## src/logic/ssdp_pkg.sv

```systemverilog
/*
  Package for the serial status and data path block: register indices,
  field positions, reset values, link timing and the shifter state type.
  Assumes a 25 MHz system clock and an Avalon-MM host with 32-bit data.
*/
package ssdp_pkg;

  // Register indices; the byte address is four times the index
  localparam logic [7:0] IDX_CTRL = 8'hba;  // Control
  localparam logic [7:0] IDX_STAT = 8'hbb;  // serial_status
  localparam logic [7:0] IDX_DATA = 8'hbc;  // transmit_shift / receive_buffer
  localparam logic [7:0] IDX_MASK = 8'hbd;  // Interrupt mask

  // Control bit positions
  localparam int CTL_IRQ_EN = 7;  // Interrupt gate
  localparam int CTL_ENABLE = 5;  // Interface enable
  localparam int CTL_ROLE   = 4;  // 1 controller, 0 target

  // Status bit positions
  localparam int ST_DONE  = 7;  // transfer_done_flag
  localparam int ST_WRITE_COLLISION_FLAG  = 6;  // write_collision_flag
  localparam int ST_FAULT = 4;  // multi_controller_fault_flag

  // Values after reset
  localparam logic [7:0] CTRL_RST = 8'h00;
  localparam logic [7:0] STAT_RST = 8'h00;
  localparam logic [7:0] MASK_RST = 8'hd0;
  localparam logic [7:0] DATA_RST = 8'h00;
  localparam logic [3:0] SYNC_RST = 4'h8;  // Select line idles high

  // Link timing: half period of the generated serial clock
  localparam int CLK_NS       = 40;
  localparam int SCK_HALF_NS  = 160;
  localparam int SCK_HALF_CYC = (SCK_HALF_NS + CLK_NS - 1) / CLK_NS;
  localparam logic [2:0] HALF_LAST = 3'(SCK_HALF_CYC - 1);
  localparam logic [2:0] BIT_LAST  = 3'h7;

  // Shifter states
  typedef enum logic [1:0] {
    SSDP_IDLE  = 2'b00,
    SSDP_CLOW  = 2'b01,
    SSDP_CHIGH = 2'b10,
    SSDP_TGT   = 2'b11
  } ssdp_state_e;

endpackage

```

## src/logic/ssdp_shifter.sv

```systemverilog
/*
  Byte shifter for both roles, mode 0 (clock idles low, sample on rise).
  Assumes link pins are asynchronous; each passes two flip-flops first.
*/
`timescale 1ns/1ps
module ssdp_shifter (
  // Clock and reset
  input  wire logic       clk,
  input  wire logic       arst_n,
  // Control from the register side
  input  wire logic       load,
  input  wire logic [7:0] load_data,
  input  wire logic       enable,
  input  wire logic       role_ctrl,
  // Link inputs
  input  wire logic       sck_i,
  input  wire logic       mosi_i,
  input  wire logic       miso_i,
  input  wire logic       ss_n_i,
  // Status to the register side
  output logic            busy,
  output logic            done,
  output logic            fault,
  output logic [7:0]      shift_data,
  // Link outputs
  output logic            sck_o,
  output logic            sck_oe,
  output logic            mosi_o,
  output logic            mosi_oe,
  output logic            miso_o,
  output logic            miso_oe
);

  // Synchroniser stages: {ss_n, miso, mosi, sck}
  logic [3:0] pin_raw;
  logic [3:0] meta_reg;
  logic [3:0] sync_reg;
  assign pin_raw = {ss_n_i, miso_i, mosi_i, sck_i};

  // Two flip-flops per pin
  for (genvar g = 0; g < 4; g++)
  begin : g_sync
    always_ff @(posedge clk or negedge arst_n)
    begin
      if (!arst_n)
      begin
        meta_reg[g] <= ssdp_pkg::SYNC_RST[g];
        sync_reg[g] <= ssdp_pkg::SYNC_RST[g];
      end
      else
      begin
        meta_reg[g] <= pin_raw[g];
        sync_reg[g] <= meta_reg[g];
      end
    end
  end

  // Shifter state
  ssdp_pkg::ssdp_state_e st_reg, st_next;
  logic [7:0] shift_reg, shift_next;  // Shift register
  logic [2:0] cnt_reg, cnt_next;      // Bit counter
  logic [2:0] div_reg, div_next;      // Half period counter
  logic       bit_reg, bit_next;      // Sampled bit
  logic       sck_reg, sck_next;      // Generated clock
  logic       sckd_reg, sckd_next;    // Delayed synced clock
  logic       done_reg, done_next;
  logic       fault_reg, fault_next;
  logic       sck_oe_reg, sck_oe_next;
  logic       miso_oe_reg, miso_oe_next;
  logic       rise, fall, ss_act, abort;

  // Edges of the remote clock and select level
  assign rise   = sync_reg[0] & ~sckd_reg;
  assign fall   = ~sync_reg[0] & sckd_reg;
  assign ss_act = ~sync_reg[3];

  // Next state of the shifter
  always_comb
  begin
    st_next      = st_reg;
    shift_next   = shift_reg;
    cnt_next     = cnt_reg;
    div_next     = div_reg;
    bit_next     = bit_reg;
    sck_next     = sck_reg;
    sckd_next    = sync_reg[0];
    done_next    = 1'b0;
    // Select asserted while we drive as controller
    fault_next   = enable & role_ctrl & ss_act;
    sck_oe_next  = enable & role_ctrl;
    miso_oe_next = enable & ~role_ctrl & ss_act;
    abort        = fault_next | ~enable | ~role_ctrl;
    // Host byte goes straight into the shifter
    if (load)
      shift_next = load_data;
    case (st_reg)
      ssdp_pkg::SSDP_IDLE:
      begin
        // Controller starts on the write itself
        if (load && enable && role_ctrl && !ss_act)
        begin
          st_next  = ssdp_pkg::SSDP_CLOW;
          cnt_next = 3'h0;
          div_next = 3'h0;
        end
        else if (enable && !role_ctrl && ss_act)
        begin
          st_next  = ssdp_pkg::SSDP_TGT;
          cnt_next = 3'h0;
        end
      end
      ssdp_pkg::SSDP_CLOW:
      begin
        if (abort)
        begin
          st_next  = ssdp_pkg::SSDP_IDLE;
          sck_next = 1'b0;
        end
        else if (div_reg == ssdp_pkg::HALF_LAST)
        begin
          // Rising edge: sample the returning line
          div_next = 3'h0;
          sck_next = 1'b1;
          bit_next = sync_reg[2];
          st_next  = ssdp_pkg::SSDP_CHIGH;
        end
        else
          div_next = div_reg + 3'h1;
      end
      ssdp_pkg::SSDP_CHIGH:
      begin
        if (abort)
        begin
          st_next  = ssdp_pkg::SSDP_IDLE;
          sck_next = 1'b0;
        end
        else if (div_reg == ssdp_pkg::HALF_LAST)
        begin
          // Falling edge: shift, count, finish after eight
          div_next   = 3'h0;
          sck_next   = 1'b0;
          shift_next = {shift_reg[6:0], bit_reg};
          cnt_next   = cnt_reg + 3'h1;
          if (cnt_reg == ssdp_pkg::BIT_LAST)
          begin
            done_next = 1'b1;
            st_next   = ssdp_pkg::SSDP_IDLE;
          end
          else
            st_next = ssdp_pkg::SSDP_CLOW;
        end
        else
          div_next = div_reg + 3'h1;
      end
      default:
      begin
        // Target: remote controller clocks us while selected
        if (!ss_act || !enable || role_ctrl)
          st_next = ssdp_pkg::SSDP_IDLE;
        else
        begin
          if (rise)
            bit_next = sync_reg[1];
          if (fall)
          begin
            shift_next = {shift_reg[6:0], bit_reg};
            cnt_next   = cnt_reg + 3'h1;
            if (cnt_reg == ssdp_pkg::BIT_LAST)
              done_next = 1'b1;
          end
        end
      end
    endcase
  end

  // Register the shifter state
  always_ff @(posedge clk or negedge arst_n)
  begin
    if (!arst_n)
    begin
      st_reg      <= ssdp_pkg::SSDP_IDLE;
      shift_reg   <= ssdp_pkg::DATA_RST;
      cnt_reg     <= 3'h0;
      div_reg     <= 3'h0;
      bit_reg     <= 1'b0;
      sck_reg     <= 1'b0;
      sckd_reg    <= 1'b0;
      done_reg    <= 1'b0;
      fault_reg   <= 1'b0;
      sck_oe_reg  <= 1'b0;
      miso_oe_reg <= 1'b0;
    end
    else
    begin
      st_reg      <= st_next;
      shift_reg   <= shift_next;
      cnt_reg     <= cnt_next;
      div_reg     <= div_next;
      bit_reg     <= bit_next;
      sck_reg     <= sck_next;
      sckd_reg    <= sckd_next;
      done_reg    <= done_next;
      fault_reg   <= fault_next;
      sck_oe_reg  <= sck_oe_next;
      miso_oe_reg <= miso_oe_next;
    end
  end

  // Outputs, all from flip-flops
  assign busy       = (st_reg != ssdp_pkg::SSDP_IDLE);
  assign done       = done_reg;
  assign fault      = fault_reg;
  assign shift_data = shift_reg;
  assign sck_o      = sck_reg;
  assign sck_oe     = sck_oe_reg;
  assign mosi_o     = shift_reg[7];
  assign mosi_oe    = sck_oe_reg;
  assign miso_o     = shift_reg[7];
  assign miso_oe    = miso_oe_reg;

endmodule

```

## src/logic/ssdp_top.sv

```systemverilog
/*
  Serial status and data path: Avalon-MM register slave, sticky flags,
  interrupt, receive buffer and the byte shifter for either role.
  Assumes a host master that holds its request until waitrequest is low.
*/
// The Avalon-MM register port was left to the implementer.
`timescale 1ns/1ps
// Behaviour
// - Byte done sets status bit 7, interrupts
// - Status read clears done flag
// - Collision sets bit 6, read clears
// - Controller conflict sets bit 4, read clears
// - Data write loads shifter directly
// - Controller write starts transfer at once
// - Done flag set in both roles
// - Write and read share the data address
// - Read returns received byte
// - Overrun drops new byte, keeps old
// - Write while busy is a collision
// - Control bit selects controller or target
// - Control bit gates the interrupt
module ssdp_top (
  // Clock and reset
  input  wire logic        clk,
  input  wire logic        arst_n,
  // Avalon-MM slave
  input  wire logic [9:0]  avs_address,
  input  wire logic        avs_read,
  input  wire logic        avs_write,
  input  wire logic [31:0] avs_writedata,
  input  wire logic [3:0]  avs_byteenable,
  output logic [31:0]      avs_readdata,
  output logic             avs_waitrequest,
  // Interrupt
  output logic             irq,
  // Serial link
  input  wire logic        sck_i,
  output logic             sck_o,
  output logic             sck_oe,
  input  wire logic        mosi_i,
  output logic             mosi_o,
  output logic             mosi_oe,
  input  wire logic        miso_i,
  output logic             miso_o,
  output logic             miso_oe,
  input  wire logic        ss_n_i
);

  // Register state
  logic [7:0]  ctrl_reg, ctrl_next;    // Control
  logic [7:0]  stat_reg, stat_next;    // Sticky flags
  logic [7:0]  mask_reg, mask_next;    // Interrupt mask
  logic [7:0]  rxb_reg, rxb_next;      // Receive buffer
  logic        wait_reg, wait_next;    // Waitrequest
  logic [31:0] rdata_reg, rdata_next;  // Read data
  logic        irq_reg, irq_next;

  // Decode and event terms
  logic [7:0] idx;         // Register index
  logic [7:0] rd_val;      // Selected read value
  logic [7:0] clr;         // Bits cleared by a status read
  logic       accept;      // First cycle of a request
  logic       commit;      // Answer edge
  logic       wr_ok;       // Write takes effect
  logic       wr_data;     // Write to the data address
  logic       load;        // Shifter load
  logic       write_collision_flag_ev;     // Collision event
  logic       overrun;     // Byte done while flag still set
  logic       shf_busy;
  logic       shf_done;
  logic       shf_fault;
  logic [7:0] shf_data;

  assign idx    = avs_address[9:2];
  assign accept = (avs_read | avs_write) & wait_reg;
  assign commit = (avs_read | avs_write) & ~wait_reg;
  assign wr_ok  = commit & avs_write & avs_byteenable[0];

  // Read multiplexer
  always_comb
  begin
    if (idx == ssdp_pkg::IDX_CTRL)
      rd_val = ctrl_reg;
    else if (idx == ssdp_pkg::IDX_STAT)
      rd_val = stat_reg;
    else if (idx == ssdp_pkg::IDX_DATA)
      rd_val = rxb_reg;
    else if (idx == ssdp_pkg::IDX_MASK)
      rd_val = mask_reg;
    else
      rd_val = 8'h00;
  end

  // Event terms from the bus and the shifter
  always_comb
  begin
    wr_data = wr_ok & (idx == ssdp_pkg::IDX_DATA);
    load    = wr_data & ~shf_busy;
    write_collision_flag_ev = wr_data & shf_busy;
    // Only bits the host actually saw are cleared
    if (commit && avs_read && idx == ssdp_pkg::IDX_STAT)
      clr = rdata_reg[7:0];
    else
      clr = 8'h00;
    // Host failed to clear in time
    overrun = shf_done & stat_reg[ssdp_pkg::ST_DONE] & ~clr[ssdp_pkg::ST_DONE];
  end

  // Next register values; a set wins over a clear
  always_comb
  begin
    ctrl_next  = ctrl_reg;
    mask_next  = mask_reg;
    stat_next  = stat_reg & ~clr;
    rxb_next   = rxb_reg;
    wait_next  = ~accept;
    rdata_next = rdata_reg;
    if (shf_done)
      stat_next[ssdp_pkg::ST_DONE] = 1'b1;
    if (write_collision_flag_ev)
      stat_next[ssdp_pkg::ST_WRITE_COLLISION_FLAG] = 1'b1;
    if (shf_fault)
      stat_next[ssdp_pkg::ST_FAULT] = 1'b1;
    // Copy on completion unless the byte overran
    if (shf_done && !overrun)
      rxb_next = shf_data;
    if (wr_ok && idx == ssdp_pkg::IDX_CTRL)
      ctrl_next = avs_writedata[7:0];
    else if (wr_ok && idx == ssdp_pkg::IDX_MASK)
      mask_next = avs_writedata[7:0];
    if (accept && avs_read)
      rdata_next = {24'h00_0000, rd_val};
    // Interrupt gated by the control bit
    irq_next = ctrl_reg[ssdp_pkg::CTL_IRQ_EN] & (|(stat_reg & mask_reg));
  end

  // Register all bus-side state
  always_ff @(posedge clk or negedge arst_n)
  begin
    if (!arst_n)
    begin
      ctrl_reg  <= ssdp_pkg::CTRL_RST;
      stat_reg  <= ssdp_pkg::STAT_RST;
      mask_reg  <= ssdp_pkg::MASK_RST;
      rxb_reg   <= ssdp_pkg::DATA_RST;
      wait_reg  <= 1'b1;
      rdata_reg <= 32'h0000_0000;
      irq_reg   <= 1'b0;
    end
    else
    begin
      ctrl_reg  <= ctrl_next;
      stat_reg  <= stat_next;
      mask_reg  <= mask_next;
      rxb_reg   <= rxb_next;
      wait_reg  <= wait_next;
      rdata_reg <= rdata_next;
      irq_reg   <= irq_next;
    end
  end

  assign avs_readdata    = rdata_reg;
  assign avs_waitrequest = wait_reg;
  assign irq             = irq_reg;

  // Byte shifter
  ssdp_shifter u_shifter (
    .clk        (clk),
    .arst_n     (arst_n),
    .load       (load),
    .load_data  (avs_writedata[7:0]),
    .enable     (ctrl_reg[ssdp_pkg::CTL_ENABLE]),
    .role_ctrl  (ctrl_reg[ssdp_pkg::CTL_ROLE]),
    .sck_i      (sck_i),
    .mosi_i     (mosi_i),
    .miso_i     (miso_i),
    .ss_n_i     (ss_n_i),
    .busy       (shf_busy),
    .done       (shf_done),
    .fault      (shf_fault),
    .shift_data (shf_data),
    .sck_o      (sck_o),
    .sck_oe     (sck_oe),
    .mosi_o     (mosi_o),
    .mosi_oe    (mosi_oe),
    .miso_o     (miso_o),
    .miso_oe    (miso_oe)
  );
endmodule

```

## config.mk

```make
export PLATFORM = sky130hd
export DESIGN_NAME = ssdp_top
export DESIGN_NICKNAME = d
export VERILOG_FILES = /design/src/logic/ssdp_pkg.sv /design/src/logic/ssdp_shifter.sv /design/src/logic/ssdp_top.sv
export SDC_FILE = /design/constraint.sdc
export NUM_CORES = 1
export LEC_CHECK = 0
export BUFFER_PORTS_ARGS = -buffer_cell sky130_fd_sc_hd__buf_2
export CAP_MARGIN = 30
export CORE_ASPECT_RATIO = 2
export CORE_MARGIN = 3
export CORE_UTILIZATION = 40
export DETAILED_ROUTE_END_ITERATION = 6
export SLEW_MARGIN = 30
export SYNTH_ARGS = -nofsm -noshare
export SYNTH_HDL_FRONTEND = slang
export SYNTH_SLANG_ARGS = --single-unit
```

## constraint.sdc

```tcl
create_clock -name clk -period 5.3 [get_ports clk]
set_clock_uncertainty 0.05 [all_clocks]
set_input_delay 1.325 -clock clk [delete_from_list [all_inputs] [get_ports clk]]
set_output_delay 1.325 -clock clk [all_outputs]
set_load 0.01 [all_outputs]
```

---- Yosys cells after proc, flatten, opt, wreduce, memory -nomap -nowiden ----
Index checks and enable logic that the tools add are counted.
storage, ports and cells
  input bits .............................. 54
  output and inout bits ................... 40
  register bits ........................... 73
operators by class
  bitwise gates (word level) .............. 34
  eq/ne operators ......................... 19
  muxes and demuxes ....................... 50
  add/sub/neg operators ................... 2
  reduce and logical (&&, ||, !) cells .... 33
operator list
  kind                                                                      count
  8-bit 2-to-1 mux                                                          10
  8-bit equality test (second input constant)                               4
  3-bit 2-to-1 mux                                                          9
  1-bit 2-to-1 mux                                                          17
  1-bit bitwise AND                                                         16
  8-bit bitwise AND                                                         2
  8-bit case mux with 2 select lines                                        1
  2-bit 2-to-1 mux                                                          7
  1-bit NOT                                                                 12
  1-bit logical AND                                                         11
  3-bit by 1-bit inequality test with 1-bit output (second input constant)  3
  3-bit case mux with 3 select lines                                        1
  2-bit inequality test (second input constant)                             4
  8-bit NOT                                                                 1
  2-bit nonzero test                                                        4
  8-bit OR reduction                                                        1
  3-bit by 1-bit adder with 3-bit output (second input constant)            2
  2-bit by 1-bit inequality test with 1-bit output (second input constant)  3
  1-bit case mux with 2 select lines                                        3
  2-bit case mux with 3 select lines                                        1
  3-bit case mux with 2 select lines                                        1
  3-bit AND reduction                                                       2
  6-bit AND reduction                                                       1
  2-bit OR reduction                                                        3
  other kinds (14)                                                          19

---- Depth between registers and ports, before layout ----
  word-level depth ........................ 11
  gate-level depth with buffers ........... 7
  depth with buffers taken out ............ 6

---- Cells and area by module ----
Synthesis repeated with hierarchy kept, for this count alone.
second synthesis, totals
  cells, all modules ...................... 305
  area total of the unflattened synthesis .. 3663.5 um^2
by module, submodules not included
  module        area an instance (um^2)  instances  cells an instance  sequential area each (um^2)
  ssdp_top      2164.6                   1          187                1056.0
  ssdp_shifter  1498.9                   1          118                778.2

---- Least setup slack after synthesis ----
OpenSTA, ideal clock, no wires.
  path type ............................... input to register
  start point ............................. input avs_address[8]
  end point ............................... register u_shifter.cnt_reg[0]
  slack ................................... 2510 ps
  stages .................................. 4
  arrival ................................. 2612 ps
  library setup time ...................... 128 ps
  required time ........................... 5122 ps
  buffers on the path ..................... 0
  path through ............................ and4b_1 a41oi_2 a2111o_1 mux2_1
on the way
  cells in the longest elaborated chain, start to end .. 8
  elaborated cells on any way between the ends .. 10
  classes of those cells .................. eq/ne: 2; mux: 2; bitwise: 2; reduce/logical: 4
RTL lines
  item                                                                                                          RTL line             RTL
  start, declared                                                                                               ssdp_top.sv:27       input wire logic [9:0] avs_address,
  8-bit equality test (*)                                                                                       ssdp_top.sv:97       wr_data = wr_ok & (idx == ssdp_pkg::IDX_DATA);
  1-bit bitwise AND (*)                                                                                         ssdp_top.sv:97
  1-bit bitwise AND (*)                                                                                         ssdp_top.sv:98       load = wr_data & ~shf_busy;
  1-bit logical AND (*) (3 in a row)                                                                            ssdp_shifter.sv:100  if (load && enable && role_ctrl && !ss_act)
  3-bit by 1-bit inequality test with 1-bit output (no source line) / 3-bit 2-to-1 mux (equally long branches)  -
  6-bit AND reduction (no source line) / 3-bit case mux with 3 select lines (equally long branches)             -
  end signal, assigned                                                                                          ssdp_shifter.sv:197  cnt_reg <= cnt_next;
  end, declared                                                                                                 ssdp_shifter.sv:61   logic [2:0] cnt_reg, cnt_next;
Every way passes the cells marked *; elsewhere a longest branch is shown, timed or not.
A chain may end at the register's enable or synchronous reset.

---- Worst setup path after layout ----
  start point ............................. input avs_address[2]
  end point ............................... register u_shifter.cnt_reg[0]
Same word-level chain as after synthesis.

==> flow_summary.toml <==
[drt]
vias = 2390
drc = 0
drtIter0Drc = 161
totalWireLength_mm = 7.618
via_per_inst = 5.571
ant_nets = 0
dr.pass1.iters = 5
avgRoutedWirePerCell_um = 17.76

[worst_setup_path]
end_kind = "flop"
slowest_stage = "a2111o_1"
rr_endpoint = "u_shifter.cnt_reg[0]"
startpoint_type = "primary input"
path_buf_inv = 1
critPathTopFamily = "compound AO/OA/AOI/OAI gates"
r2r_start = "u_shifter.st_reg[0]"
arrival_ns = 3.10
crit_type = "in2reg"
slowest_delay_ns = 0.54
crit_chain = "buf_2, and4bb_2, a41oi_2, a2111o_1, mux2_1"
crit_required_ns = 5.46
crit_fanout = 21
r2r_cells = 6
r2r_setup_slack_ns = 3.03

[place]
port_buffers = 40
dp_slack_ns = 2.030
dp_hpwl_mm = 5.667
place_congestion = 0.7702

[timing]
min_period_ns = 2.940
whs_ns = 0.2953
worst_pin_slew_ns = 0.8634
finalSetupViolCount = 0
slew-limit-headroom_pct = 41.81
fmax_mhz = 340.2
hold_viol = 0
period_share_pct = 55.46
slew_violations = 0
rsz0062_at_grt = "false"
tns_ns = 0
setup_slack_ns = 2.360

[global_routing]
grt_start_max_net_pins = 40
grt_pass1_vias = 2326
grt.total_usage_pct = 16.00
grt_pass1_wl_mm = 12.18
antenna_found_initial = 0
overflow = 0

[power]
pwr_density_cell_nw_per_um2 = 376.0
leakagePower_nw = 1.982
p_seq_share_pct = 40.8
p_int_mw = 1.079
pwr-share-clk_pct = 40.1
p_comb_share_pct = 19.1
peakVddDrop_uv = 294.6
p_sw_share_pct = 28.17
p_switching_mw = 0.4231
power_mw = 1.502

[logic_synthesis]
syn_avg_cell_area_um2 = 12.20
synth_edf_count = 0
ys_warn_count = 0
synth_area_um2 = 3515
synth-seq-cells = 73
synthArstFlopShare_pct = 100.0
synth_cell_type_count = 58
netlist_instances = 288
ys.flop_type = "dfrtp_1"
yosysSeqAreaShare_pct = 52.19

[final_layout]
final_net_count = 387
post-route-util_pct = 47.49
syn_to_final_growth_pct = 13.63
fill_cells = 781
final_common_cell = "dfrtp_1"
final_cell_mix = "dfrtp_1 (67), buf_2 (40), mux2_2 (26)"
antenna_cells = 0
layout-drive-gt1-share_pct = 30.21

[clock_tree]
cts.repair.resized = 0
clock-sinks = 73
clockRootBuffer = "clkbuf_16"
postCtsHoldBufs = 0
cts_buffers = 9
cts.path.max_buffers = 2
path_clk_slew_ns = 0.05
insertion_delay_ns = 0.33
cts_max_level = 3
cts_tree = "yes"
post_cts_buffers = 0

[floorplan]
coreArea_um2 = 8409
rows = 47
dieArea_um2 = 10020
start_util_pct = 41.79
die_w_um = 72.28
die_h_um = 138.6
io_pins = 94

[outcome]
outcome = "finished, final reports clean"

[min_path]
holdPathEnd = "u_shifter.sckd_next"
min_from = "u_shifter.meta_reg[0]"
hold_path.class = "reg2reg"
whs_path_depth = 0

[flow_run]
max_cap_viol_count = 0
power by group through the flow:
stage                     Combinational (mW)  Sequential [mW]  Clock, mW
after floorplan                        0.223            0.618          0
after global placement                 0.278            0.620          0
after detailed placement               0.285            0.622          0
after CTS                              0.287            0.612      0.616
after global routing                   0.315            0.616      0.641
final                                  0.286            0.613      0.603
metal layers:
| layer | GRT usage (%) | routed length, um |
|---|---|---|
| met3 | 4.282 | 338 |
| met5 | 0 | 0 |
| met1 | 16.78 | 2822 |
| met2 | 28.52 | 4238 |
| met4 | 7.532 | 218 |
metrics by stage:
step | cell area, um^2 | instances
final | 3994 | 429
after global routing | 3994 | 429
after CTS | 3994 | 429
after detailed placement | 3696 | 413
after global placement | 3696 | 413
after floorplan | 3601 | 311
logic make-up (layout without fill, tap and decap cells):
kind of cell	Yosys count	count (layout)	share of synthesized area [%]
AOI/OAI and AO/OA	76	76	17.30
DFF	73	73	52.19
buffers and inverters	48	68	8.117
and+or+nand+nor	45	45	7.904
muxes	38	38	11.89
adders and majority gates	7	7	2.492
other	1	24	0.1067
cells in the mapped netlist (3+ instances only):
master      n  share of area (%)
a21boi_0    7                1.5
a21oi_1    10                1.4
a221oi_1    8                2.0
a22o_1      7                1.7
a22oi_1    11                2.3
buf_2       4               0.57
buf_4      26                5.6
clkbuf_1    7               0.75
dfrtp_1    67                 48
dfstp_2     6                4.5
ha_1        7                2.5
inv_1       8               0.85
mux2_1      4                1.3
mux2_2     26                8.3
mux2i_1     8                2.3
nand2_1     7               0.75
nand3_1     6               0.85
nand4_1     4               0.71
nor2_1      3               0.32
nor2b_1     7                1.2
o21ai_0     3               0.43
o2bb2ai_1   9                2.2
final cells by class:
type / count / area (um^2) / area share [%]
clock buffer: 11 / 242.7 / 6.078
clock inverter: 5 / 55.05 / 1.378
inverter: 9 / 35.03 / 0.8772
multi-input combinational: 190 / 1481 / 37.09
sequential: 73 / 1834 / 45.93
tap: 98 / 122.6 / 3.070
timing repair buffer: 43 / 222.7 / 5.576
worst max path at each step:
stage,startpoint,slack [ns],endpoint,cells past startpoint
floorplan,avs_address[8],2.51,u_shifter.cnt_reg[0],4
global placement,avs_address[2],2.05,rxb_reg[0],5
detailed placement,avs_address[2],2.03,u_shifter.cnt_reg[0],5
CTS,avs_address[2],2.38,rxb_reg[0],5
global route,avs_address[8],2.31,ctrl_reg[5],5
finish,avs_address[2],2.36,u_shifter.cnt_reg[0],5
No activity file was read; power rests on OpenSTA's default activity.
